==> src/common/ua_pkg.sv <==
// shared constants, types and helpers for the enhanced uart and its controller
package ua_pkg;
   // register offsets on the device's special register port
   localparam logic [7:0] UA_OFS_POWER_AND_BAUD_CONTROL = 8'h87;
   localparam logic [7:0] UA_OFS_SERIAL_CONTROL_STATUS = 8'h98;
   localparam logic [7:0] UA_OFS_SERIAL_DATA_BUFFER = 8'h99;
   localparam logic [7:0] UA_OFS_SLAVE_ADDRESS_VALUE = 8'h9a;
   localparam logic [7:0] UA_OFS_SLAVE_ADDRESS_MASK = 8'h9b;
   localparam logic [7:0] UA_RST_REG = 8'h00;
   // power_control fields
   localparam int UA_PC_DOUBLER = 7;
   localparam int UA_PC_VIEW = 6;
   localparam logic [7:0] UA_PC_WR_MASK = 8'hcf;
   // serial_control fields
   localparam int UA_SC_TOP_LSB = 5;
   localparam int UA_SC_FE = 7;
   localparam int UA_SC_OVR = 6;
   localparam int UA_SC_COL = 5;
   localparam int UA_SC_REN = 4;
   localparam int UA_SC_TB8 = 3;
   localparam int UA_SC_RB8 = 2;
   localparam int UA_SC_TI = 1;
   localparam int UA_SC_RI = 0;
   // operating modes, {mode_select_high, mode_select_low}
   typedef enum logic [1:0] {
      UA_MODE_SYNC = 2'b00,
      UA_MODE_VAR8 = 2'b01,
      UA_MODE_FIX9 = 2'b10,
      UA_MODE_VAR9 = 2'b11
   } ua_mode_t;
   // timing counts in clocks or sample ticks
   localparam logic [3:0] UA_HALF_SYNC_SLOW = 4'h5;
   localparam logic [3:0] UA_HALF_SYNC_FAST = 4'h1;
   localparam logic [3:0] UA_DIV_FIX = 4'h3;
   localparam logic [3:0] UA_DIV_FIX_DBL = 4'h1;
   localparam logic [3:0] UA_TICK_LAST = 4'hf;
   localparam logic [3:0] UA_SAMPLE_A = 4'h7;
   localparam logic [3:0] UA_SAMPLE_B = 4'h8;
   localparam logic [3:0] UA_SAMPLE_C = 4'h9;
   localparam logic [3:0] UA_STOP_IDX8 = 4'h9;
   localparam logic [3:0] UA_STOP_IDX9 = 4'ha;
   localparam logic [3:0] UA_NINTH_IDX = 4'h9;
   localparam logic [3:0] UA_SYNC_LAST_BIT = 4'h7;
   localparam logic [3:0] UA_BREAK_BITS = 4'hb;
   // axi4-lite side
   localparam int UA_AXI_AW = 10;
   localparam logic [1:0] UA_RESP_OKAY = 2'h0;
   localparam logic [1:0] UA_RESP_SLVERR = 2'h2;

   // given address (masked) or broadcast address (value or mask)
   function automatic logic ua_addr_match(input logic [7:0] rx, input logic [7:0] val,
                                          input logic [7:0] msk);
      logic given;
      logic bcast;
      given = ((rx ^ val) & msk) == 8'h00;
      bcast = (rx | ~(val | msk)) == 8'hff;
      return given | bcast;
   endfunction : ua_addr_match

   function automatic logic ua_sfr_known(input logic [7:0] a);
      return (a == UA_OFS_POWER_AND_BAUD_CONTROL) || (a == UA_OFS_SERIAL_CONTROL_STATUS)
         || (a == UA_OFS_SERIAL_DATA_BUFFER) || (a == UA_OFS_SLAVE_ADDRESS_VALUE)
         || (a == UA_OFS_SLAVE_ADDRESS_MASK);
   endfunction : ua_sfr_known
endpackage : ua_pkg

==> src/common/ua_sfr_if.sv <==
// special register port joining the uart and its bus controller
`timescale 1ns/1ps
interface ua_sfr_if;
   logic [7:0] sfr_addr;
   logic sfr_wr;
   logic sfr_rd;
   logic [7:0] sfr_wdata;
   logic [7:0] sfr_rdata;
   modport dev (input sfr_addr, input sfr_wr, input sfr_rd, input sfr_wdata, output sfr_rdata);
   modport host (output sfr_addr, output sfr_wr, output sfr_rd, output sfr_wdata,
                 input sfr_rdata);
endinterface : ua_sfr_if

==> src/rtl/ua_euart_dev.sv <==
// enhanced uart: registers, shifters, address recognition and line errors
`timescale 1ns/1ps
module ua_euart_dev (
   input wire logic aclk,
   input wire logic aresetn,
   input wire logic rxd_in,
   output logic rxd_out,
   output logic rxd_oe,
   output logic txd,
   input wire logic baud_ovf,
   input wire logic t2_sel,
   output logic line_break,
   ua_sfr_if.dev sfr
);
   import ua_pkg::*;

   typedef enum logic [2:0] {
      RX_IDLE = 3'b001,
      RX_BITS = 3'b010,
      RX_HOLD = 3'b100
   } ua_rx_state_t;

   logic [2:0] ctl_top;
   logic framing_error_flag, overrun_flag, tx_collision_flag;
   logic rx_enable, tx_ninth_bit, rx_ninth_bit, tx_done_flag, rx_done_flag, rx_unread;
   logic [7:0] power_control, slave_address_value, slave_address_mask, rx_latch;
   logic [3:0] div_cnt;
   logic ovf_tog;
   logic tx_busy, m0_rx, ti_set, m0_done, m0_phase;
   logic [9:0] tx_sh;
   logic [7:0] m0_sh;
   logic [3:0] tx_cnt, tx_bitn;
   ua_rx_state_t rx_state;
   logic rx_s1, rx_s, rx_prev;
   logic [1:0] vote;
   logic [3:0] rx_cnt, rx_bitn, low_run;
   logic [7:0] rx_sh, ld_data;
   logic rx_b9, ld_pulse, ld_b8, fe_set;

   // mode and control decode
   wire ua_mode_t mode = ua_mode_t'(ctl_top[2:1]);
   wire multiproc_enable = ctl_top[0];
   wire nine = mode[1];
   wire baud_doubler = power_control[UA_PC_DOUBLER];
   wire status_view_select = power_control[UA_PC_VIEW];
   wire wr_power_and_baud_control = sfr.sfr_wr && sfr.sfr_addr == UA_OFS_POWER_AND_BAUD_CONTROL;
   wire wr_serial_control = sfr.sfr_wr && sfr.sfr_addr == UA_OFS_SERIAL_CONTROL_STATUS;
   wire wr_serial_buffer = sfr.sfr_wr && sfr.sfr_addr == UA_OFS_SERIAL_DATA_BUFFER;
   wire wr_slave_address_value = sfr.sfr_wr && sfr.sfr_addr == UA_OFS_SLAVE_ADDRESS_VALUE;
   wire wr_smask = sfr.sfr_wr && sfr.sfr_addr == UA_OFS_SLAVE_ADDRESS_MASK;
   wire rd_serial_buffer = sfr.sfr_rd && sfr.sfr_addr == UA_OFS_SERIAL_DATA_BUFFER;
   wire [7:0] wd = sfr.sfr_wdata;

   // rate generation: sync half periods, fixed 16x ticks, or timer overflows
   wire [3:0] sync_half = multiproc_enable ? UA_HALF_SYNC_FAST : UA_HALF_SYNC_SLOW;
   wire [3:0] fix_div = baud_doubler ? UA_DIV_FIX_DBL : UA_DIV_FIX;
   wire [3:0] div_last = (mode == UA_MODE_SYNC) ? sync_half : fix_div;
   wire div_hit = div_cnt == div_last;
   wire ovf_halve = t2_sel || !baud_doubler;
   wire var_tick = baud_ovf && (!ovf_halve || ovf_tog);
   wire var_mode = mode == UA_MODE_VAR8 || mode == UA_MODE_VAR9;
   wire tick16 = (mode == UA_MODE_FIX9) ? div_hit : (var_mode && var_tick);

   always_ff @(posedge aclk) begin
      if (!aresetn) begin
         div_cnt <= 4'h0;
         ovf_tog <= 1'b0;
      end else begin
         div_cnt <= div_hit ? 4'h0 : 4'(div_cnt + 4'h1);
         ovf_tog <= ovf_tog ^ baud_ovf;
      end
   end

   // transmit side, also runs the sync-mode shift clock for both directions
   wire [3:0] stop_idx = nine ? UA_STOP_IDX9 : UA_STOP_IDX8;
   wire sync_mode = mode == UA_MODE_SYNC;
   wire tx_start = wr_serial_buffer && !tx_busy && !m0_rx;
   wire col_set = wr_serial_buffer && (tx_busy || m0_rx);
   wire m0_rx_go = sync_mode && rx_enable && !rx_done_flag && !tx_busy && !m0_rx
      && !wr_serial_buffer;
   wire [3:0] tx_next = 4'(tx_bitn + 4'h1);

   always_ff @(posedge aclk) begin
      if (!aresetn) begin
         tx_busy <= 1'b0;
         m0_rx <= 1'b0;
         m0_phase <= 1'b0;
         tx_sh <= 10'h3ff;
         m0_sh <= 8'h00;
         tx_cnt <= 4'h0;
         tx_bitn <= 4'h0;
         txd <= 1'b1;
         rxd_out <= 1'b1;
         rxd_oe <= 1'b0;
         ti_set <= 1'b0;
         m0_done <= 1'b0;
      end else begin
         ti_set <= 1'b0;
         m0_done <= 1'b0;
         if (tx_start) begin
            tx_busy <= 1'b1;
            tx_cnt <= 4'h0;
            tx_bitn <= 4'h0;
            m0_phase <= 1'b0;
            if (sync_mode) begin
               tx_sh <= {2'h3, wd};
               rxd_out <= wd[0];
               rxd_oe <= 1'b1;
            end else begin
               tx_sh <= {1'b1, nine ? tx_ninth_bit : 1'b1, wd};
               txd <= 1'b0;
            end
         end else if (m0_rx_go) begin
            m0_rx <= 1'b1;
            tx_bitn <= 4'h0;
            m0_phase <= 1'b0;
         end else if ((tx_busy || m0_rx) && sync_mode && div_hit) begin
            // low half, rising edge (partner samples), then end of bit time
            if (!txd) begin
               txd <= 1'b1;
               m0_phase <= 1'b1;
               if (m0_rx) m0_sh <= {rx_s, m0_sh[7:1]};
            end else if (!m0_phase) begin
               txd <= 1'b0;
            end else if (tx_bitn == UA_SYNC_LAST_BIT) begin
               tx_busy <= 1'b0;
               m0_rx <= 1'b0;
               rxd_oe <= 1'b0;
               ti_set <= tx_busy;
               m0_done <= m0_rx;
            end else begin
               m0_phase <= 1'b0;
               tx_bitn <= tx_next;
               tx_sh <= {1'b1, tx_sh[9:1]};
               rxd_out <= tx_sh[1];
               txd <= 1'b0;
            end
         end else if (tx_busy && !sync_mode && tick16) begin
            tx_cnt <= 4'(tx_cnt + 4'h1);
            if (tx_cnt == UA_TICK_LAST) begin
               if (tx_bitn == stop_idx) begin
                  tx_busy <= 1'b0;
               end else begin
                  tx_bitn <= tx_next;
                  txd <= tx_sh[0];
                  tx_sh <= {1'b1, tx_sh[9:1]};
                  if (tx_next == stop_idx) ti_set <= 1'b1;
               end
            end
         end
      end
   end

   // receive side: 16x sampling with 2-of-3 vote at samples 7, 8, 9
   wire rx_fall = rx_prev && !rx_s;
   wire maj = (vote[0] & vote[1]) | (rx_s & (vote[0] | vote[1]));
   wire addr_hit = ua_addr_match(rx_sh, slave_address_value,
      slave_address_mask);
   wire ok9 = !multiproc_enable || (rx_b9 && addr_hit);
   wire ok8 = !multiproc_enable || maj;
   wire accept = !rx_done_flag && (nine ? ok9 : ok8);
   wire [3:0] low_inc = (low_run == UA_TICK_LAST) ? low_run : 4'(low_run + 4'h1);
   wire brk_now = low_inc >= UA_BREAK_BITS;

   always_ff @(posedge aclk) begin
      if (!aresetn) begin
         rx_s1 <= 1'b1;
         rx_s <= 1'b1;
         rx_prev <= 1'b1;
         rx_state <= RX_IDLE;
         vote <= 2'h3;
         rx_cnt <= 4'h0;
         rx_bitn <= 4'h0;
         low_run <= 4'h0;
         rx_sh <= 8'h00;
         rx_b9 <= 1'b0;
         ld_pulse <= 1'b0;
         ld_data <= 8'h00;
         ld_b8 <= 1'b0;
         fe_set <= 1'b0;
         line_break <= 1'b0;
      end else begin
         rx_s1 <= rxd_in;
         rx_s <= rx_s1;
         rx_prev <= rx_s;
         ld_pulse <= m0_done;
         fe_set <= 1'b0;
         if (m0_done) begin
            ld_data <= m0_sh;
            ld_b8 <= rx_ninth_bit; // unused in sync mode, left as is
         end
         case (rx_state)
            RX_IDLE: begin
               if (rx_enable && rx_fall && !sync_mode) begin
                  rx_state <= RX_BITS;
                  rx_cnt <= 4'h0;
                  rx_bitn <= 4'h0;
               end
            end
            RX_BITS: begin
               if (!rx_enable || sync_mode) begin
                  rx_state <= RX_IDLE;
               end else if (tick16) begin
                  rx_cnt <= 4'(rx_cnt + 4'h1);
                  if (rx_cnt == UA_SAMPLE_A) vote[0] <= rx_s;
                  if (rx_cnt == UA_SAMPLE_B) vote[1] <= rx_s;
                  if (rx_cnt == UA_SAMPLE_C) begin
                     low_run <= maj ? 4'h0 : low_inc;
                     if (rx_bitn == 4'h0 && maj) begin
                        rx_state <= RX_IDLE; // false start
                     end else if (rx_bitn == stop_idx) begin
                        rx_state <= maj ? RX_IDLE : RX_HOLD;
                        fe_set <= !maj;
                        line_break <= !maj && brk_now;
                        if (accept) begin
                           ld_pulse <= 1'b1;
                           ld_data <= rx_sh;
                           ld_b8 <= nine ? rx_b9 : maj;
                        end
                     end else begin
                        rx_bitn <= 4'(rx_bitn + 4'h1);
                        if (rx_bitn == UA_NINTH_IDX) rx_b9 <= maj;
                        else if (rx_bitn != 4'h0) rx_sh <= {maj, rx_sh[7:1]};
                     end
                  end
               end
            end
            RX_HOLD: begin
               // line still low: keep counting bit times toward a break
               if (rx_s) begin
                  rx_state <= RX_IDLE;
                  line_break <= 1'b0;
                  low_run <= 4'h0;
               end else if (tick16) begin
                  rx_cnt <= 4'(rx_cnt + 4'h1);
                  if (rx_cnt == UA_SAMPLE_C) begin
                     low_run <= low_inc;
                     if (brk_now) begin
                        line_break <= 1'b1;
                        fe_set <= 1'b1;
                     end
                  end
               end
            end
            default: rx_state <= RX_IDLE;
         endcase
      end
   end

   // register file; hardware sets win over a software clear in the same cycle
   wire clr_ok = wr_serial_control && status_view_select;
   wire [2:0] top_rd = status_view_select
      ? {framing_error_flag, overrun_flag, tx_collision_flag} : ctl_top;
   wire [7:0] serial_control_rd = {top_rd, rx_enable, tx_ninth_bit, rx_ninth_bit, tx_done_flag,
      rx_done_flag};
   wire [7:0] rd_mux = (sfr.sfr_addr == UA_OFS_POWER_AND_BAUD_CONTROL) ? power_control
      : (sfr.sfr_addr == UA_OFS_SERIAL_CONTROL_STATUS) ? serial_control_rd
      : (sfr.sfr_addr == UA_OFS_SERIAL_DATA_BUFFER) ? rx_latch
      : (sfr.sfr_addr == UA_OFS_SLAVE_ADDRESS_VALUE) ? slave_address_value
      : (sfr.sfr_addr == UA_OFS_SLAVE_ADDRESS_MASK) ? slave_address_mask : 8'h00;

   always_ff @(posedge aclk) begin
      if (!aresetn) begin
         power_control <= UA_RST_REG;
         ctl_top <= 3'h0;
         {rx_enable, tx_ninth_bit, rx_ninth_bit} <= 3'h0;
         slave_address_value <= UA_RST_REG;
         slave_address_mask <= UA_RST_REG;
         {framing_error_flag, overrun_flag, tx_collision_flag} <= 3'h0;
         {tx_done_flag, rx_done_flag, rx_unread} <= 3'h0;
         rx_latch <= UA_RST_REG;
         sfr.sfr_rdata <= UA_RST_REG;
      end else begin
         if (wr_power_and_baud_control) power_control <= wd & UA_PC_WR_MASK;
         if (wr_slave_address_value) slave_address_value <= wd;
         if (wr_smask) slave_address_mask <= wd;
         if (wr_serial_control) begin
            if (!status_view_select) ctl_top <= wd[7:UA_SC_TOP_LSB];
            rx_enable <= wd[UA_SC_REN];
            tx_ninth_bit <= wd[UA_SC_TB8];
         end
         if (ld_pulse) rx_ninth_bit <= ld_b8;
         else if (wr_serial_control) rx_ninth_bit <= wd[UA_SC_RB8];
         if (ld_pulse) rx_latch <= ld_data;
         framing_error_flag <= (framing_error_flag & ~(clr_ok & ~wd[UA_SC_FE]))
            | fe_set;
         overrun_flag <= (overrun_flag & ~(clr_ok & ~wd[UA_SC_OVR]))
            | (ld_pulse & rx_unread);
         tx_collision_flag <= (tx_collision_flag & ~(clr_ok & ~wd[UA_SC_COL]))
            | col_set;
         tx_done_flag <= (wr_serial_control ? wd[UA_SC_TI] : tx_done_flag) | ti_set;
         rx_done_flag <= (wr_serial_control ? wd[UA_SC_RI] : rx_done_flag) | ld_pulse;
         rx_unread <= (rx_unread & ~rd_serial_buffer) | ld_pulse;
         if (sfr.sfr_rd) sfr.sfr_rdata <= rd_mux;
      end
   end
endmodule : ua_euart_dev

==> src/flat_wrapper.sv <==
// flat-port wrapper written by rule: the top's interface ports become plain ports
module ua_euart_dev_flat import ua_pkg::*;
  (aclk, aresetn, rxd_in, rxd_out, rxd_oe, txd, baud_ovf, t2_sel, line_break, sfr_sfr_addr, sfr_sfr_wr, sfr_sfr_rd, sfr_sfr_wdata, sfr_sfr_rdata);
  ua_sfr_if sfr_i ();
  input wire logic aclk;
  input wire logic aresetn;
  input wire logic rxd_in;
  output logic rxd_out;
  output logic rxd_oe;
  output logic txd;
  input wire logic baud_ovf;
  input wire logic t2_sel;
  output logic line_break;
  input wire logic [$bits(sfr_i.sfr_addr)-1:0] sfr_sfr_addr;
  input wire logic [$bits(sfr_i.sfr_wr)-1:0] sfr_sfr_wr;
  input wire logic [$bits(sfr_i.sfr_rd)-1:0] sfr_sfr_rd;
  input wire logic [$bits(sfr_i.sfr_wdata)-1:0] sfr_sfr_wdata;
  output wire logic [$bits(sfr_i.sfr_rdata)-1:0] sfr_sfr_rdata;
  assign sfr_i.sfr_addr = sfr_sfr_addr;
  assign sfr_i.sfr_wr = sfr_sfr_wr;
  assign sfr_i.sfr_rd = sfr_sfr_rd;
  assign sfr_i.sfr_wdata = sfr_sfr_wdata;
  assign sfr_sfr_rdata = sfr_i.sfr_rdata;
  ua_euart_dev u_core (.aclk(aclk), .aresetn(aresetn), .rxd_in(rxd_in), .rxd_out(rxd_out), .rxd_oe(rxd_oe), .txd(txd), .baud_ovf(baud_ovf), .t2_sel(t2_sel), .line_break(line_break), .sfr(sfr_i));
endmodule
==> config.mk <==
export PLATFORM = sky130hd
export DESIGN_NAME = ua_euart_dev_flat
export DESIGN_NICKNAME = d
export VERILOG_FILES = /design/src/common/ua_pkg.sv /design/src/common/ua_sfr_if.sv /design/src/rtl/ua_euart_dev.sv /design/src/flat_wrapper.sv
export SDC_FILE = /design/constraint.sdc
export NUM_CORES = 1
export LEC_CHECK = 0
export BUFFER_PORTS_ARGS = -buffer_cell sky130_fd_sc_hd__clkbuf_2
export CAP_MARGIN = 15
export CORE_UTILIZATION = 63
export DETAILED_ROUTE_END_ITERATION = 7
export GPL_TIMING_DRIVEN = 0
export HOLD_SLACK_MARGIN = 0.02
export PLACE_DENSITY = 0.82
export SYNTH_ARGS = -nofsm -noshare
export SYNTH_HDL_FRONTEND = slang
export SYNTH_SLANG_ARGS = --single-unit
==> constraint.sdc <==
create_clock -name aclk -period 5.7 [get_ports aclk]
set_input_delay 0 -clock aclk [delete_from_list [all_inputs] [get_ports aclk]]
set_output_delay 0 -clock aclk [all_outputs]
set_load 0.02 [all_outputs]
==> flow_summary_export.csv <==
group,metric,value,unit
route,first_pass_iters,7,
finish,final_cells,911,
global_route,grt_pass1_vias,5669,
place,dp_cells,866,
route,wl_met2,8.571,mm
route,drc,0,
logic_synthesis,synth_xor_area_frac,0.02280,
route,vias,5704,
floorplan,initial_utilization,0.6590,
clock_network,clock_path_buffers,2,
route,drtIter0Drc,400,
job,max_cap_viol_count,0,
clock_network,root_buffer,"clkbuf_8",
clock_network,cts_buffers,17,
clock_network,cts.sinks,129,
logic_synthesis,async_flop_share,0,
worst_setup_path,worst_ep_required_time,6.10,ns
worst_hold_path,hp-class,"in -> reg",
finish,diodes,0,
sta,tns,0,ns
worst_hold_path,hold_depth,5,
sta,setup_ws,3.308,ns
worst_setup_path,crit_chain,"nor3b_1 > nand3_1 > a22oi_1 > o21ai_2 > o311ai_0 > o41ai_1",
sta,fin_crit,2.392,ns
global_route,grt_pass1_wl,28.79,mm
route,via_per_inst,6.261,
clock_network,clkTransAtPathRegs,0.06,ns
sta,hold_viol,0,
route,top_layer,"met4",
sta,setup_viol,0,
logic_synthesis,ys.flop_type,"dfxtp_1",
logic_synthesis,synth_edf_count,0,
global_route,track_usage,0.3378,
sta,rsz0062_at_grt,"no",
logic_synthesis,syn_avg_cell_area,9.302,um^2
place,dp_hpwl,11.96,mm
worst_setup_path,critPathLaunchType,"flip-flop",
clock_network,tritoncts,"yes",
power,max-vdd-ir-drop,0.1671,mV
clock_network,cts_setup_buffers,0,
logic_synthesis,post_synth_num_cell_types,80,
logic_synthesis,synthAdderAreaFrac,0.02069,
global_route,antenna_found_initial,0,
logic_synthesis,synth_top_area_share,0.3955,
logic_synthesis,synth-simple-area-share,0.2203,
floorplan,die_w,103.8,um
finish,final_common_cell,"dfxtp_1",
finish,final_nets,798,
route,wl,17.51,mm
worst_setup_path,path_depth,6,
floorplan,die_area,10780,um^2
sta,max_freq,418.0,MHz
floorplan,core_area,9910,um^2
status,status,"finished, final reports clean",
route,m1WireLength,7.094,mm
floorplan,rows,36,
finish,layout_common_cells,"129 x dfxtp_1, 79 x mux2i_1, 61 x nand2_1",
logic_synthesis,ys_warn_count,0,
route,wl_per_cell,19.22,um
floorplan,ioPinCount,35,
clock_network,insertion_delay,0.54,ns
sta,worst_pin_slew,0.7874,ns
route,wl_met3,1.360,mm
place,gp_congestion,0.9589,
worst_setup_path,critPathArrivalTime,2.79,ns
clock_network,htree_levels,4,
place,dp_slack,3.425,ns
worst_setup_path,crit_family,"compound AO/OA/AOI/OAI gates",
worst_setup_path,path_max_fanout,6,
worst_setup_path,critical_path.max_stage_delay,0.51,ns
sta,fin_worst_skew,0.007074,ns
sta,finalHoldWorstSlack,0.06314,ns
power,power_density,277.1,nW/um^2
worst_setup_path,criticalPathCategory,"reg -> reg",
logic_synthesis,ys_ff_latch,129,
logic_synthesis,ys_seq_area_frac,0.3955,
global_route,grt_max_degree,17,
finish,drive_above_1_share,0.1350,
finish,area_growth,16.08,%
sta,max_slew_margin,0.4750,
logic_synthesis,yosys-top-cells-area,"dfxtp_1 40%, mux2i_1 12%, nor2b_1 5.3%",
place,port_buffers,31,
sta,finalMaxSlewViolations,0,
power,p_leak,3.165,nW
logic_synthesis,netlist_area,6530,um^2
global_route,grt_overflow,0,
worst_setup_path,crit_slowest_cell,"nor3b_1",
logic_synthesis,yosysTopAreaCell,"dfxtp_1",
route,ant_nets,0,
floorplan,die_h,103.8,um
logic_synthesis,synth_fp_nets,735,
logic_synthesis,synth_mux_area_frac,0.1590,
worst_setup_path,crit_buf_inv,0,
sta,post-route-period-util,0.4197,
worst_setup_path,cp-end-kind,"flip-flop",
logic_synthesis,synth_top_family_by_area,"simple AND/OR/NAND/NOR gates",
logic_synthesis,synth_compound_area_frac,0.1456,
logic_synthesis,synth_cells,702,
worst_setup_path,reg2reg_depth,6,
[routing by layer]
metal | global-route usage | vias to the layer above
met4 | 0.1296 | 0
met5 | 0 | -
met2 | 0.5771 | 285
met1 | 0.4121 | 2708
met3 | 0.07741 | 57
li1 | - | 2654
[state kept, by name, indices dropped and copies added, names as in the netlist, 2 cells and up]
signal                      count
u_core.rx_state                 3
u_core.power_control            6
u_core.slave_address_value      8
u_core.tx_bitn                  4
u_core.rx_sh                    8
u_core.vote                     2
u_core.div_cnt                  4
u_core.sfr.sfr_rdata            8
u_core.rx_bitn                  4
u_core.rx_cnt                   4
u_core.tx_sh                    9
u_core.low_run                  4
u_core.m0_sh                    8
u_core.slave_address_mask       8
u_core.ld_data                  8
u_core.rx_latch                 8
u_core.ctl_top                  3
u_core.tx_cnt                   4
[through the flow]
stage	area (um^2)	power, W	util
floorplan	6530	0.0009785	-
global placement	6852	0.001009	0.6914
detailed placement	6852	0.001011	0.6914
CTS	7580	0.002101	0.7649
global route	7580	0.002155	0.7649
finish	7580	0.002100	0.7649
[cell families (layout without fill, tap and decap cells)]
group / Yosys count / in the layout
fa+ha+maj: 11 / 11
xor+xnor: 17 / 17
simple gates: 266 / 266
compound gates: 129 / 129
flops: 129 / 129
mux: 97 / 97
buf+inv: 53 / 129
[worst paths after layout]
check | startpoint | endpoint | slack [ns]
setup / recovery | u_core.rx_state[1]$_SDFFE_PN0P_ | u_core.line_break$_SDFFE_PN0P_ | 3.31
hold / removal | sfr_sfr_addr[0] | u_core.rx_unread$_SDFF_PN0_ | 0.06
setup reg to reg | u_core.rx_state[1]$_SDFFE_PN0P_ | u_core.line_break$_SDFFE_PN0P_ | 3.31
hold reg to reg | u_core.rx_s1$_SDFF_PN1_ | u_core.rx_s$_SDFF_PN1_ | 0.41
[timing repair]
item / in CTS / in global routing
hold endpoints to repair: 49 / 0
resized for setup: 0 / 0
hold buffers: 13 / 0
[final cells by class]
type                            instances  area, um^2
Sequential cell                       129        2582
Buffer                                 37       175.2
Clock buffer                           24       470.5
Tap cell                              133       166.4
Inverter                               16       60.06
Timing Repair Buffer                   44       285.3
Clock inverter                          8       127.6
Multi-Input combinational cell        520        3712
Fill cell                             671        2330
[power breakdown]
| part | total, W | leakage (nW) | internal [W] | switching, W |
|---|---|---|---|---|
| clock network | 0.00110 | 0.285 | 0.000702 | 0.000397 |
| logic | 0.0000894 | 1.84 | 0.0000340 | 0.0000554 |
| registers | 0.000912 | 1.04 | 0.000908 | 0.00000476 |
[worst reg2reg max path, stage by stage (launching register included)]
cell and delay (ns):
dfxtp_1 0.41, nor3b_1 0.51, nand3_1 0.35, a22oi_1 0.33
o21ai_2 0.15, o311ai_0 0.37, o41ai_1 0.15
[cell usage after synthesis (all sizes together), types with 3 or more instances]
cell	n
dfxtp	129
mux2i	79
nand2	61
nor2b	55
nor2	47
o21ai	32
clkbuf	26
nand3	20
a21oi	17
o211ai	17
inv	16
mux2	14
nor3	14
xor2	12
buf	11
ha	10
nand4	10
nand2b	9
o21a	9
and2	8
nor3b	8
a21boi	7
and3	7
a22oi	5
xnor2	5
a31oi	4
and3b	4
mux4	4
nand3b	4
nor4	4
o211a	4
o22ai	4
a221oi	3
a22o	3
or2	3
or3	3
or3b	3
(Power assumes the default switching activity.)
